**src/core/tdpc_pkg.sv**
```systemverilog
// Overview of operation
// - High trigger pin means trigger condition true.
// - Monitor records while run input is high.
// - Run low stops monitor after current message.
// - Terminal enable is pin AND config bit.
// - Reset release latches lock pin into status.
// - Locked status register keeps its terminal address.
// - Unlocked status register takes address, parity, lock.
// - Reset command pulses low 100ns, reset-proof.
// - Subsystem fail is pin OR status bit.
// - Packet ready rises exactly as monitor stops.
// - Every enabled interrupt event drives request low.
// - Config bit selects pulse or level interrupt.
// - Level interrupt holds until acknowledge rising edge.
// - Reset release latches address and parity pins.
// - Terminal uses latched address, not pins.
// - Stored words are big-endian internally.
// - Byte order pin picks first parallel byte.
// - Byte order pin picks first serial byte.
// - Words move whole or as two bytes.
// - Master reset is active low, rising releases.
package tdpc_pkg;

  localparam int CLK_MHZ = 100;
  localparam int NS_PER_US = 1000;
  localparam int RST_CMD_NS = 100;
  localparam int RST_CMD_CYC = (RST_CMD_NS * CLK_MHZ + NS_PER_US - 1) / NS_PER_US;
  localparam int IRQ_PULSE_NS = 100;
  localparam int IRQ_PULSE_CYC = (IRQ_PULSE_NS * CLK_MHZ + NS_PER_US - 1) / NS_PER_US;
  localparam int CNT_W = 8;
  localparam int NUM_RT = 2;
  localparam int RTA_W = 5;
  localparam int WORD_W = 16;
  localparam int BYTE_W = 8;
  localparam int WOFF_W = 15;

  // Word offsets of the host-visible registers.
  localparam logic [WOFF_W-1:0] OFF_MCFG = 15'h0000;
  localparam logic [WOFF_W-1:0] OFF_OPSTAT0 = 15'h0010;
  localparam logic [WOFF_W-1:0] OFF_STBITS0 = 15'h0012;
  localparam logic [WOFF_W-1:0] OFF_MTSTAT = 15'h0014;
  localparam logic [WORD_W-1:0] MCFG_RST = 16'h0000;
  localparam logic [WORD_W-1:0] ZERO_WORD = 16'h0000;
  localparam logic [CNT_W-1:0] CNT_ZERO = 8'h00;
  localparam logic [CNT_W-1:0] CNT_ONE = 8'h01;

  typedef struct packed {
    logic [10:0] spare;
    logic irq_level_select;
    logic [NUM_RT-1:0] rt_start_exec;
    logic [NUM_RT-1:0] rt_enable_bit;
  } tdpc_mcfg_s;

  typedef struct packed {
    logic [8:0] spare;
    logic lock;
    logic parity;
    logic [RTA_W-1:0] addr;
  } tdpc_opstat_s;

  typedef struct packed {
    logic [14:0] spare;
    logic subsys_fail_bit;
  } tdpc_stbits_s;

  typedef struct packed {
    logic req;
    logic we;
    logic [WORD_W-1:0] addr;
    logic [WORD_W-1:0] wdata;
  } tdpc_hreq_s;

endpackage : tdpc_pkg

```
**src/core/tdpc_top.sv**
```systemverilog
`timescale 1ns/100ps
`default_nettype none
module tdpc_top
  import tdpc_pkg::*;
(
  input wire logic clk_i,
  input wire logic rst_i,
  // Pins from the board.
  input wire logic master_reset_n_i,
  input wire logic bc_trigger_in_i,
  input wire logic monitor_run_in_i,
  input wire logic irq_ack_in_i,
  input wire logic byte_order_pin_i,
  input wire logic bus_width_pin_i,
  input wire logic [NUM_RT-1:0] rt_enable_pin_i,
  input wire logic [NUM_RT-1:0] rt_lock_pin_i,
  input wire logic [NUM_RT-1:0][RTA_W-1:0] rt_address_pins_i,
  input wire logic [NUM_RT-1:0] rt_addr_parity_pin_i,
  input wire logic [NUM_RT-1:0] rt_subsys_fail_in_i,
  // Host word or byte requests, already on this clock.
  input wire tdpc_hreq_s host_req_i,
  input wire logic host_spi_i,
  output logic [WORD_W-1:0] host_rdata_o,
  output logic host_ack_o,
  // Events from the protocol engines.
  input wire logic irq_event_i,
  input wire logic mon_msg_busy_i,
  input wire logic mon_packet_done_i,
  input wire logic [NUM_RT-1:0] rt_mode_reset_i,
  input wire logic [NUM_RT-1:0] rt_status_done_i,
  // Results toward the engines and the pins.
  output logic bc_trigger_o,
  output logic monitor_record_o,
  output logic monitor_packet_ready_o,
  output logic irq_n_o,
  output logic [NUM_RT-1:0] rt_enable_o,
  output logic [NUM_RT-1:0] rt_start_exec_o,
  output logic [NUM_RT-1:0][RTA_W-1:0] rt_address_o,
  output logic [NUM_RT-1:0] rt_subsys_fail_o,
  output logic [NUM_RT-1:0] rt_reset_cmd_out_n_o
);

  localparam int SYNC_W = 6 + NUM_RT * (4 + RTA_W);

  // True when a host word offset hits a given register.
  function automatic logic hit(input logic [WOFF_W-1:0] a, input logic [WOFF_W-1:0] off);
    hit = (a == off);
  endfunction : hit

  logic [SYNC_W-1:0] pins_raw;
  logic [SYNC_W-1:0] pins_s;
  logic mr_s;
  logic trig_s;
  logic run_s;
  logic ack_s;
  logic bo_s;
  logic bw_s;
  logic [NUM_RT-1:0] en_s;
  logic [NUM_RT-1:0] lock_s;
  logic [NUM_RT-1:0][RTA_W-1:0] addr_s;
  logic [NUM_RT-1:0] par_s;
  logic [NUM_RT-1:0] ssf_s;

  // Every pin passes two flops before anything looks at it.
  assign pins_raw = {master_reset_n_i, bc_trigger_in_i, monitor_run_in_i, irq_ack_in_i,
                     byte_order_pin_i, bus_width_pin_i, rt_enable_pin_i, rt_lock_pin_i,
                     rt_address_pins_i, rt_addr_parity_pin_i, rt_subsys_fail_in_i};
  assign {mr_s, trig_s, run_s, ack_s, bo_s, bw_s, en_s, lock_s, addr_s, par_s, ssf_s} = pins_s;

  tdpc_sync #(
    .W(SYNC_W)
  ) u_sync (
    .clk_i(clk_i),
    .rst_i(rst_i),
    .async_i(pins_raw),
    .sync_o(pins_s)
  );

  // Master reset edge tracking on the synchronised level.
  logic mr_q;
  logic mr_active;
  logic mr_rise;
  assign mr_active = ~mr_s;
  assign mr_rise = mr_s & ~mr_q;

  always_ff @(posedge clk_i) begin
    if (rst_i) begin
      mr_q <= 1'b0;
    end else begin
      mr_q <= mr_s;
    end
  end

  // Host side: a word bus, or a byte stream for the narrow bus and SPI.
  logic byte_mode;
  logic a0;
  logic low_first;
  logic [WOFF_W-1:0] woff;
  logic [BYTE_W-1:0] hold_q;
  logic [WORD_W-1:0] snap_q;
  logic [WORD_W-1:0] rd_word;
  logic [WORD_W-1:0] wr_word;
  logic word_we;
  logic byte_rd;
  logic [BYTE_W-1:0] first_byte;
  logic [BYTE_W-1:0] second_byte;

  assign byte_mode = host_spi_i | ~bw_s;
  assign a0 = byte_mode & host_req_i.addr[0];
  assign low_first = ~bo_s;
  assign woff = host_req_i.addr[WORD_W-1:1];

  // The second byte completes the word; writes are lost during master reset.
  assign wr_word = !byte_mode ? host_req_i.wdata :
                   low_first ? {host_req_i.wdata[BYTE_W-1:0], hold_q} :
                   {hold_q, host_req_i.wdata[BYTE_W-1:0]};
  assign word_we = host_req_i.req & host_req_i.we & (!byte_mode | a0) & ~mr_active;
  assign byte_rd = host_req_i.req & ~host_req_i.we & byte_mode;

  // The even byte address holds the low byte while the byte order pin is low, and the high byte while it is high.
  assign first_byte = low_first ? rd_word[BYTE_W-1:0] : rd_word[WORD_W-1:BYTE_W];
  assign second_byte = low_first ? snap_q[WORD_W-1:BYTE_W] : snap_q[BYTE_W-1:0];

  // Byte hold and read snapshot keep both halves of one word together.
  always_ff @(posedge clk_i) begin
    if (rst_i) begin
      hold_q <= '0;
      snap_q <= '0;
    end else begin
      if (host_req_i.req && host_req_i.we && byte_mode && !a0) begin
        hold_q <= host_req_i.wdata[BYTE_W-1:0];
      end
      if (byte_rd && !a0) begin
        snap_q <= rd_word;
      end
    end
  end

  // Master configuration register.
  tdpc_mcfg_s mcfg_q;
  logic mcfg_we;
  assign mcfg_we = word_we & hit(woff, OFF_MCFG);

  always_ff @(posedge clk_i) begin
    if (rst_i || mr_active) begin
      mcfg_q <= tdpc_mcfg_s'(MCFG_RST);
    end else if (mcfg_we) begin
      mcfg_q <= tdpc_mcfg_s'(wr_word);
    end
  end

  // Remote terminal slices.
  tdpc_opstat_s [NUM_RT-1:0] opstat;
  tdpc_stbits_s [NUM_RT-1:0] stbits;
  logic [NUM_RT-1:0] op_we;
  logic [NUM_RT-1:0] sb_we;

  for (genvar i = 0; i < NUM_RT; i++) begin : g_rt
    assign op_we[i] = word_we & hit(woff, OFF_OPSTAT0 + WOFF_W'(i));
    assign sb_we[i] = word_we & hit(woff, OFF_STBITS0 + WOFF_W'(i));
    // The terminal answers to its latched address, not the pins.
    assign rt_address_o[i] = opstat[i].addr;

    tdpc_rt u_rt (
      .clk_i(clk_i),
      .rst_i(rst_i),
      .mr_active_i(mr_active),
      .mr_rise_i(mr_rise),
      .lock_s_i(lock_s[i]),
      .addr_s_i(addr_s[i]),
      .parity_s_i(par_s[i]),
      .ssf_s_i(ssf_s[i]),
      .op_we_i(op_we[i]),
      .sb_we_i(sb_we[i]),
      .wdata_i(wr_word),
      .mode_reset_i(rt_mode_reset_i[i]),
      .status_done_i(rt_status_done_i[i]),
      .opstat_o(opstat[i]),
      .stbits_o(stbits[i]),
      .ssf_o(rt_subsys_fail_o[i]),
      .reset_cmd_n_o(rt_reset_cmd_out_n_o[i])
    );
  end

  // Read decode; unmapped words read as zero.
  logic [WORD_W-1:0] mtstat;
  assign mtstat = {12'h000, ~irq_n_o, mcfg_q.irq_level_select,
                   monitor_packet_ready_o, monitor_record_o};
  assign rd_word = hit(woff, OFF_MCFG) ? WORD_W'(mcfg_q) :
                   hit(woff, OFF_OPSTAT0) ? WORD_W'(opstat[0]) :
                   hit(woff, OFF_OPSTAT0 + WOFF_W'(1)) ? WORD_W'(opstat[1]) :
                   hit(woff, OFF_STBITS0) ? WORD_W'(stbits[0]) :
                   hit(woff, OFF_STBITS0 + WOFF_W'(1)) ? WORD_W'(stbits[1]) :
                   hit(woff, OFF_MTSTAT) ? mtstat : ZERO_WORD;

  // Every request is answered on the next edge.
  always_ff @(posedge clk_i) begin
    if (rst_i) begin
      host_ack_o <= 1'b0;
      host_rdata_o <= ZERO_WORD;
    end else begin
      host_ack_o <= host_req_i.req;
      if (host_req_i.req && !host_req_i.we) begin
        host_rdata_o <= !byte_mode ? rd_word :
                        {8'h00, a0 ? second_byte : first_byte};
      end
    end
  end

  // Terminal enables and start bits. The start bit only passes while
  // the combined enable is high, so a premature start stays inert.
  always_ff @(posedge clk_i) begin
    if (rst_i) begin
      rt_enable_o <= '0;
      rt_start_exec_o <= '0;
      bc_trigger_o <= 1'b0;
    end else begin
      rt_enable_o <= en_s & mcfg_q.rt_enable_bit;
      rt_start_exec_o <= mcfg_q.rt_start_exec & en_s & mcfg_q.rt_enable_bit;
      bc_trigger_o <= trig_s;
    end
  end

  // Monitor run/stop. Packet ready clears only when run drops or master reset is active, so a
  // finished packet needs a run cycle from the host to restart.
  logic pkt_end;
  logic run_start;
  logic stop_now;
  logic rec_d;
  logic pkrdy_d;
  assign pkt_end = monitor_record_o & mon_packet_done_i;
  assign run_start = run_s & ~monitor_packet_ready_o;
  assign stop_now = ~run_s & ~mon_msg_busy_i;
  assign rec_d = pkt_end ? 1'b0 : run_start ? 1'b1 :
                 stop_now ? 1'b0 : monitor_record_o;
  assign pkrdy_d = pkt_end ? 1'b1 : run_s ? monitor_packet_ready_o : 1'b0;

  always_ff @(posedge clk_i) begin
    if (rst_i || mr_active) begin
      monitor_record_o <= 1'b0;
      monitor_packet_ready_o <= 1'b0;
    end else begin
      monitor_record_o <= rec_d;
      monitor_packet_ready_o <= pkrdy_d;
    end
  end

  // Interrupt request. A new event wins over an acknowledge in the
  // same cycle so it is never lost.
  logic ack_q;
  logic ack_rise;
  logic lvl;
  logic [CNT_W-1:0] icnt_q;
  logic [CNT_W-1:0] icnt_d;
  logic irq_n_d;
  assign lvl = mcfg_q.irq_level_select;
  assign ack_rise = lvl & ack_s & ~ack_q;
  assign icnt_d = irq_event_i ? CNT_W'(IRQ_PULSE_CYC - 1) :
                  (icnt_q != CNT_ZERO) ? icnt_q - CNT_ONE : icnt_q;
  assign irq_n_d = irq_event_i ? 1'b0 :
                   lvl ? (ack_rise ? 1'b1 : irq_n_o) :
                   (icnt_q == CNT_ZERO) ? 1'b1 : irq_n_o;

  always_ff @(posedge clk_i) begin
    if (rst_i || mr_active) begin
      ack_q <= 1'b0;
      icnt_q <= CNT_ZERO;
      irq_n_o <= 1'b1;
    end else begin
      ack_q <= ack_s;
      icnt_q <= icnt_d;
      irq_n_o <= irq_n_d;
    end
  end

endmodule : tdpc_top
`default_nettype wire

```
**src/core/tdpc_sync.sv**
```systemverilog
`timescale 1ns/100ps
`default_nettype none
module tdpc_sync
  import tdpc_pkg::*;
#(
  parameter int W = 1
) (
  input wire logic clk_i,
  input wire logic rst_i,
  input wire logic [W-1:0] async_i,
  output logic [W-1:0] sync_o
);

  logic [W-1:0] meta_q;

  // Two stages; the first stage feeds only the second.
  always_ff @(posedge clk_i) begin
    if (rst_i) begin
      meta_q <= '0;
      sync_o <= '0;
    end else begin
      meta_q <= async_i;
      sync_o <= meta_q;
    end
  end

endmodule : tdpc_sync
`default_nettype wire

```
**src/core/tdpc_rt.sv**
```systemverilog
`timescale 1ns/100ps
`default_nettype none
module tdpc_rt
  import tdpc_pkg::*;
(
  input wire logic clk_i,
  input wire logic rst_i,
  input wire logic mr_active_i,
  input wire logic mr_rise_i,
  input wire logic lock_s_i,
  input wire logic [RTA_W-1:0] addr_s_i,
  input wire logic parity_s_i,
  input wire logic ssf_s_i,
  input wire logic op_we_i,
  input wire logic sb_we_i,
  input wire logic [WORD_W-1:0] wdata_i,
  input wire logic mode_reset_i,
  input wire logic status_done_i,
  output tdpc_opstat_s opstat_o,
  output tdpc_stbits_s stbits_o,
  output logic ssf_o,
  output logic reset_cmd_n_o
);

  tdpc_opstat_s wr_raw;
  tdpc_opstat_s wr_op;
  tdpc_opstat_s strap_op;
  logic pend_q;
  logic fire;
  logic [CNT_W-1:0] cnt_q;
  logic [CNT_W-1:0] cnt_d;
  logic reset_n_d;

  // Host writes use the same field layout as reads, so a readback matches
  // what was written; reserved bits stay at zero.
  assign wr_raw = tdpc_opstat_s'(wdata_i);
  assign wr_op = '{spare: '0, lock: wr_raw.lock, parity: wr_raw.parity, addr: wr_raw.addr};
  assign strap_op = '{spare: '0, lock: lock_s_i, parity: parity_s_i, addr: addr_s_i};

  // Straps land at reset release; a locked register ignores the host.
  always_ff @(posedge clk_i) begin
    if (rst_i) begin
      opstat_o <= '0;
    end else if (mr_rise_i) begin
      opstat_o <= strap_op;
    end else if (op_we_i && !opstat_o.lock) begin
      opstat_o <= wr_op;
    end
  end

  // The status-bits register and the ORed fail flag.
  always_ff @(posedge clk_i) begin
    if (rst_i || mr_active_i) begin
      stbits_o <= '0;
      ssf_o <= 1'b0;
    end else begin
      if (sb_we_i) begin
        stbits_o <= '{spare: '0, subsys_fail_bit: wdata_i[0]};
      end
      ssf_o <= ssf_s_i | stbits_o.subsys_fail_bit;
    end
  end

  // The pulse fires when the status word of a reset command completes.
  assign fire = status_done_i && (pend_q || mode_reset_i);
  assign cnt_d = fire ? CNT_W'(RST_CMD_CYC - 1) : (cnt_q != CNT_ZERO) ? cnt_q - CNT_ONE : cnt_q;
  assign reset_n_d = fire ? 1'b0 : (cnt_q == CNT_ZERO) ? 1'b1 : reset_cmd_n_o;

  // Only the power-on reset touches this timer, so master reset
  // cannot cut a pulse short.
  always_ff @(posedge clk_i) begin
    if (rst_i) begin
      pend_q <= 1'b0;
      cnt_q <= CNT_ZERO;
      reset_cmd_n_o <= 1'b1;
    end else begin
      pend_q <= (pend_q | mode_reset_i) & ~status_done_i;
      cnt_q <= cnt_d;
      reset_cmd_n_o <= reset_n_d;
    end
  end

endmodule : tdpc_rt
`default_nettype wire

```
**config.mk**
```make
export PLATFORM = sky130hd
export DESIGN_NAME = tdpc_top
export DESIGN_NICKNAME = d
export VERILOG_FILES = /design/src/core/tdpc_pkg.sv /design/src/core/tdpc_top.sv /design/src/core/tdpc_sync.sv /design/src/core/tdpc_rt.sv
export SDC_FILE = /design/constraint.sdc
export NUM_CORES = 1
export LEC_CHECK = 0
export BUFFER_PORTS_ARGS = -buffer_cell sky130_fd_sc_hd__buf_2
export CAP_MARGIN = 20
export CORE_ASPECT_RATIO = 0.5
export CORE_UTILIZATION = 40
export CTS_BUF_LIST = sky130_fd_sc_hd__clkbuf_4 sky130_fd_sc_hd__clkbuf_8
export DETAILED_ROUTE_END_ITERATION = 10
export HOLD_SLACK_MARGIN = 0.1
export PLACE_DENSITY = 0.58
export SYNTH_ARGS = -nofsm -noshare
export SYNTH_HDL_FRONTEND = slang
export SYNTH_SLANG_ARGS = --single-unit
export TNS_END_PERCENT = 20
```
**constraint.sdc**
```tcl
create_clock -name clk_i -period 4.94 [get_ports clk_i]
set_clock_uncertainty 0.15 [all_clocks]
set_input_delay 0.741 -clock clk_i [delete_from_list [all_inputs] [get_ports clk_i]]
set_output_delay 0.741 -clock clk_i [all_outputs]
set_load 0.05 [all_outputs]
```
==> results.py <==
metrics = {
    "setup_path": {
        "crit_path_end_kind": "register",
        "crit_chain": "buf_2, nor4_2, nand3_1, nor3_1, nand3_1, a21oi_1",
        "arrival_ps": 3050,
        "cp_max_fo": 11,
        "r2r_start": "u_sync.sync_o[18]$_SDFF_PP0_",
        "critPathKind": "input port to register",
        "critPathBufInv": 1,
        "crit_path_frequent_cell": "nand3_1",
        "required_ps": 5160,
        "crit_path_start": "host_req_i[27]",
        "cp-start-kind": "input port",
        "path_delay_family": "simple AND/OR/NAND/NOR gates",
        "max_stage_delay_ps": 940,
        "slowest_stage": "nor3_1",
    },
    "routing": {
        "antenna_left": 0,
        "vias": 5225,
        "wl_per_cell_um": 15.5,
        "dr.first_iter.drc_count": 291,
        "dr.pass1.iters": 5,
        "vias_per_cell": 5.03,
        "wirelength_um": 16100,
        "drc_errors": 0,
    },
    "grt": {
        "grt.total_usage_pct": 19.4,
        "antenna_found_initial": 0,
        "grt_pass1_wl_um": 25500,
        "grt_max_degree": 99,
        "grt_overflow": 0,
        "grt_pass1_vias": 4878,
    },
    "min_path": {
        "worstHoldPathType": "register to register",
        "holdCritStartpoint": "u_sync.meta_q[19]$_SDFF_PP0_",
    },
    "cells_and_area": {
        "final_util_pct": 48.0,
        "insertedDiodeCount": 0,
        "syn_to_final_growth_pct": 14.5,
        "fin_nets": 875,
        "final_cells": 1038,
        "drive_above_1_share_pct": 19.0,
    },
    "die": {
        "fp-row-count": 32,
        "io_pins": 107,
        "dieArea_um2": 17000,
        "initial_core_util_pct": 41.9,
        "core_um2": 15700,
        "die_w_um": 183,
        "chipHeight_um": 92.7,
    },
    "placement": {
        "port_buffers": 106,
        "place_congestion": 0.826,
        "placed_cells": 1006,
        "dp_hpwl_um": 11100,
        "post-place-ws_ps": 1740,
    },
    "logic_synthesis": {
        "synth-edff-count": 0,
        "ys_warn_count": 0,
        "ys_seq_area_share_pct": 48.9,
        "synthFlopType": "dfxtp_1",
        "ys_seq_elements": 161,
        "async_flop_share_pct": 0,
        "synth_cell_types": 63,
        "syn_area_um2": 6590,
        "syn-num-nets": 806,
        "avgSynthCellArea_um2": 8.96,
        "syn-instance-count": 735,
    },
    "power": {
        "power_density_nw_per_um2": 392,
        "ir_worst_vdd_v": 0.000158,
        "power.leakage_nw": 2.95,
        "power.total_mw": 2.96,
    },
    "timing": {
        "worst_slew_pin_slew_ps": 1070,
        "tns_ps": 0,
        "layout_min_cycle_time_ps": 2830,
        "setup_viol": 0,
        "relSlewSlack_pct": 27.8,
        "rsz0062_at_grt": "false",
        "maxSlewViolCount": 0,
        "max_freq_ghz": 0.354,
        "finalCritPeriodShare_pct": 57.2,
        "setup_slack_ps": 2110,
        "final_hold_viol_count": 0,
    },
    "run": {
        "drv_cap": 0,
    },
    "clock_tree": {
        "cts_buffers": 17,
        "cts_setup_buffers": 0,
        "clk_pin_slew_ps": 100,
        "cts-resized-gates": 0,
        "clockBufferDepth": 2,
        "cts-root-buf": "clkbuf_8",
        "cts_tree": "built",
        "insertion_delay_ps": 460,
        "holdBufCountCts": 0,
        "cts_max_level": 4,
        "cts.sinks": 161,
    },
    "run_status": {
        "status": "complete, no violations",
    },
}
[per-layer routing]
metal / track usage (%) / wire length (um)
met5: 0 / 0
met4: 4.65 / 127
met3: 5.35 / 843
met2: 29.3 / 6990
met1: 27.0 / 8160
[worst register-to-register path: stages (launching register included)]
cell       delay, ps
dfxtp_1          340
nor2b_1          650
o2111ai_1        360
or4_1            720
o311ai_0         380
[power breakdown]
group | internal [mW] | total (mW) | switching, mW
Combinational | 0.219 | 0.506 | 0.287
Clock | 0.490 | 0.989 | 0.499
Sequential | 1.39 | 1.46 | 0.0693
Total | 2.10 | 2.96 | 0.855
[path summary, 6_finish.rpt]
check	endpoint	slack, ps	cells past startpoint
setup / recovery	host_rdata_o[15]$_SDFFE_PP0P_	2110	6
hold / removal	u_sync.sync_o[19]$_SDFF_PP0_	280	1
setup reg to reg	g_rt[1].u_rt.opstat_o[4]$_SDFFE_PP0P_	2220	4
hold reg to reg	u_sync.sync_o[19]$_SDFF_PP0_	280	1
[cell type report]
class | count | area [um^2]
inverters | 12 | 45.0
fillers | 1557 | 8190
clock inverters | 12 | 133
clock buffers | 20 | 275
flip-flops and latches | 161 | 3220
well taps | 221 | 277
multi-input cells | 500 | 3020
repair buffers | 112 | 578
[state kept, by name, summed over array words and instances, names as in the netlist, 2 cells and up]
signal                   flops
rt_enable_o                  2
g_rt.u_rt.stbits_o           2
hold_q                       8
g_rt.u_rt.opstat_o          14
g_rt.u_rt.ssf_o              2
snap_q                      16
icnt_q                       8
u_sync.sync_o               24
host_rdata_o                16
mcfg_q                      15
rt_start_exec_o              2
g_rt.u_rt.reset_cmd_n_o      2
g_rt.u_rt.pend_q             2
g_rt.u_rt.cnt_q             16
u_sync.meta_q               24
[cells in the mapped netlist (all sizes together), types with 12 or more instances]
master	n	share of area, %
dfxtp	161	49
nor2	84	4.8
nand2	63	3.6
nor2b	54	5.1
a21oi	50	4.0
clkbuf	38	2.2
mux2i	34	5.2
nand3	28	2.1
buf	24	2.5
o21ai	20	1.5
nor3	18	1.5
a211oi	13	1.5
inv	12	0.68
xnor2	12	1.6
[cells by family (layout without fill, tap and decap cells)]
family,count (synthesis),in the layout,share of synthesized area (%)
xor gates and xnor gates,20,20,2.66
DFF,161,161,48.9
buffers and inverters,74,156,5.37
and+or+nand+nor,301,301,22.9
adders and majority gates,3,3,0.570
AOI/OAI and AO/OA,141,141,14.2
muxes,35,35,5.34
[layout by cell type, fill, tap and decap left out, types with 4 or more instances in the layout]
cell	n
nor2_1	84
nor3_1	15
xor2_1	8
o21ai_0	19
nor4_1	8
a22o_1	4
inv_1	12
o211ai_1	8
a21oi_1	47
xnor2_1	12
nand2_1	63
mux2i_1	34
nand2b_1	9
or3_1	7
a211o_1	7
a211oi_1	13
buf_2	105
nand4_1	10
nand3_1	28
clkbuf_8	20
buf_4	7
a22oi_1	5
dfxtp_1	161
nor2b_1	54
[through the flow]
stage	cell area, um^2	hold WS, ps
4_1_cts	7550	276
3_5_place_dp	7140	270
6_report	7550	283
3_3_place_gp	7140	271
2_1_floorplan	6590	261
5_1_grt	7550	272
No activity file was read; power rests on OpenSTA's default activity.
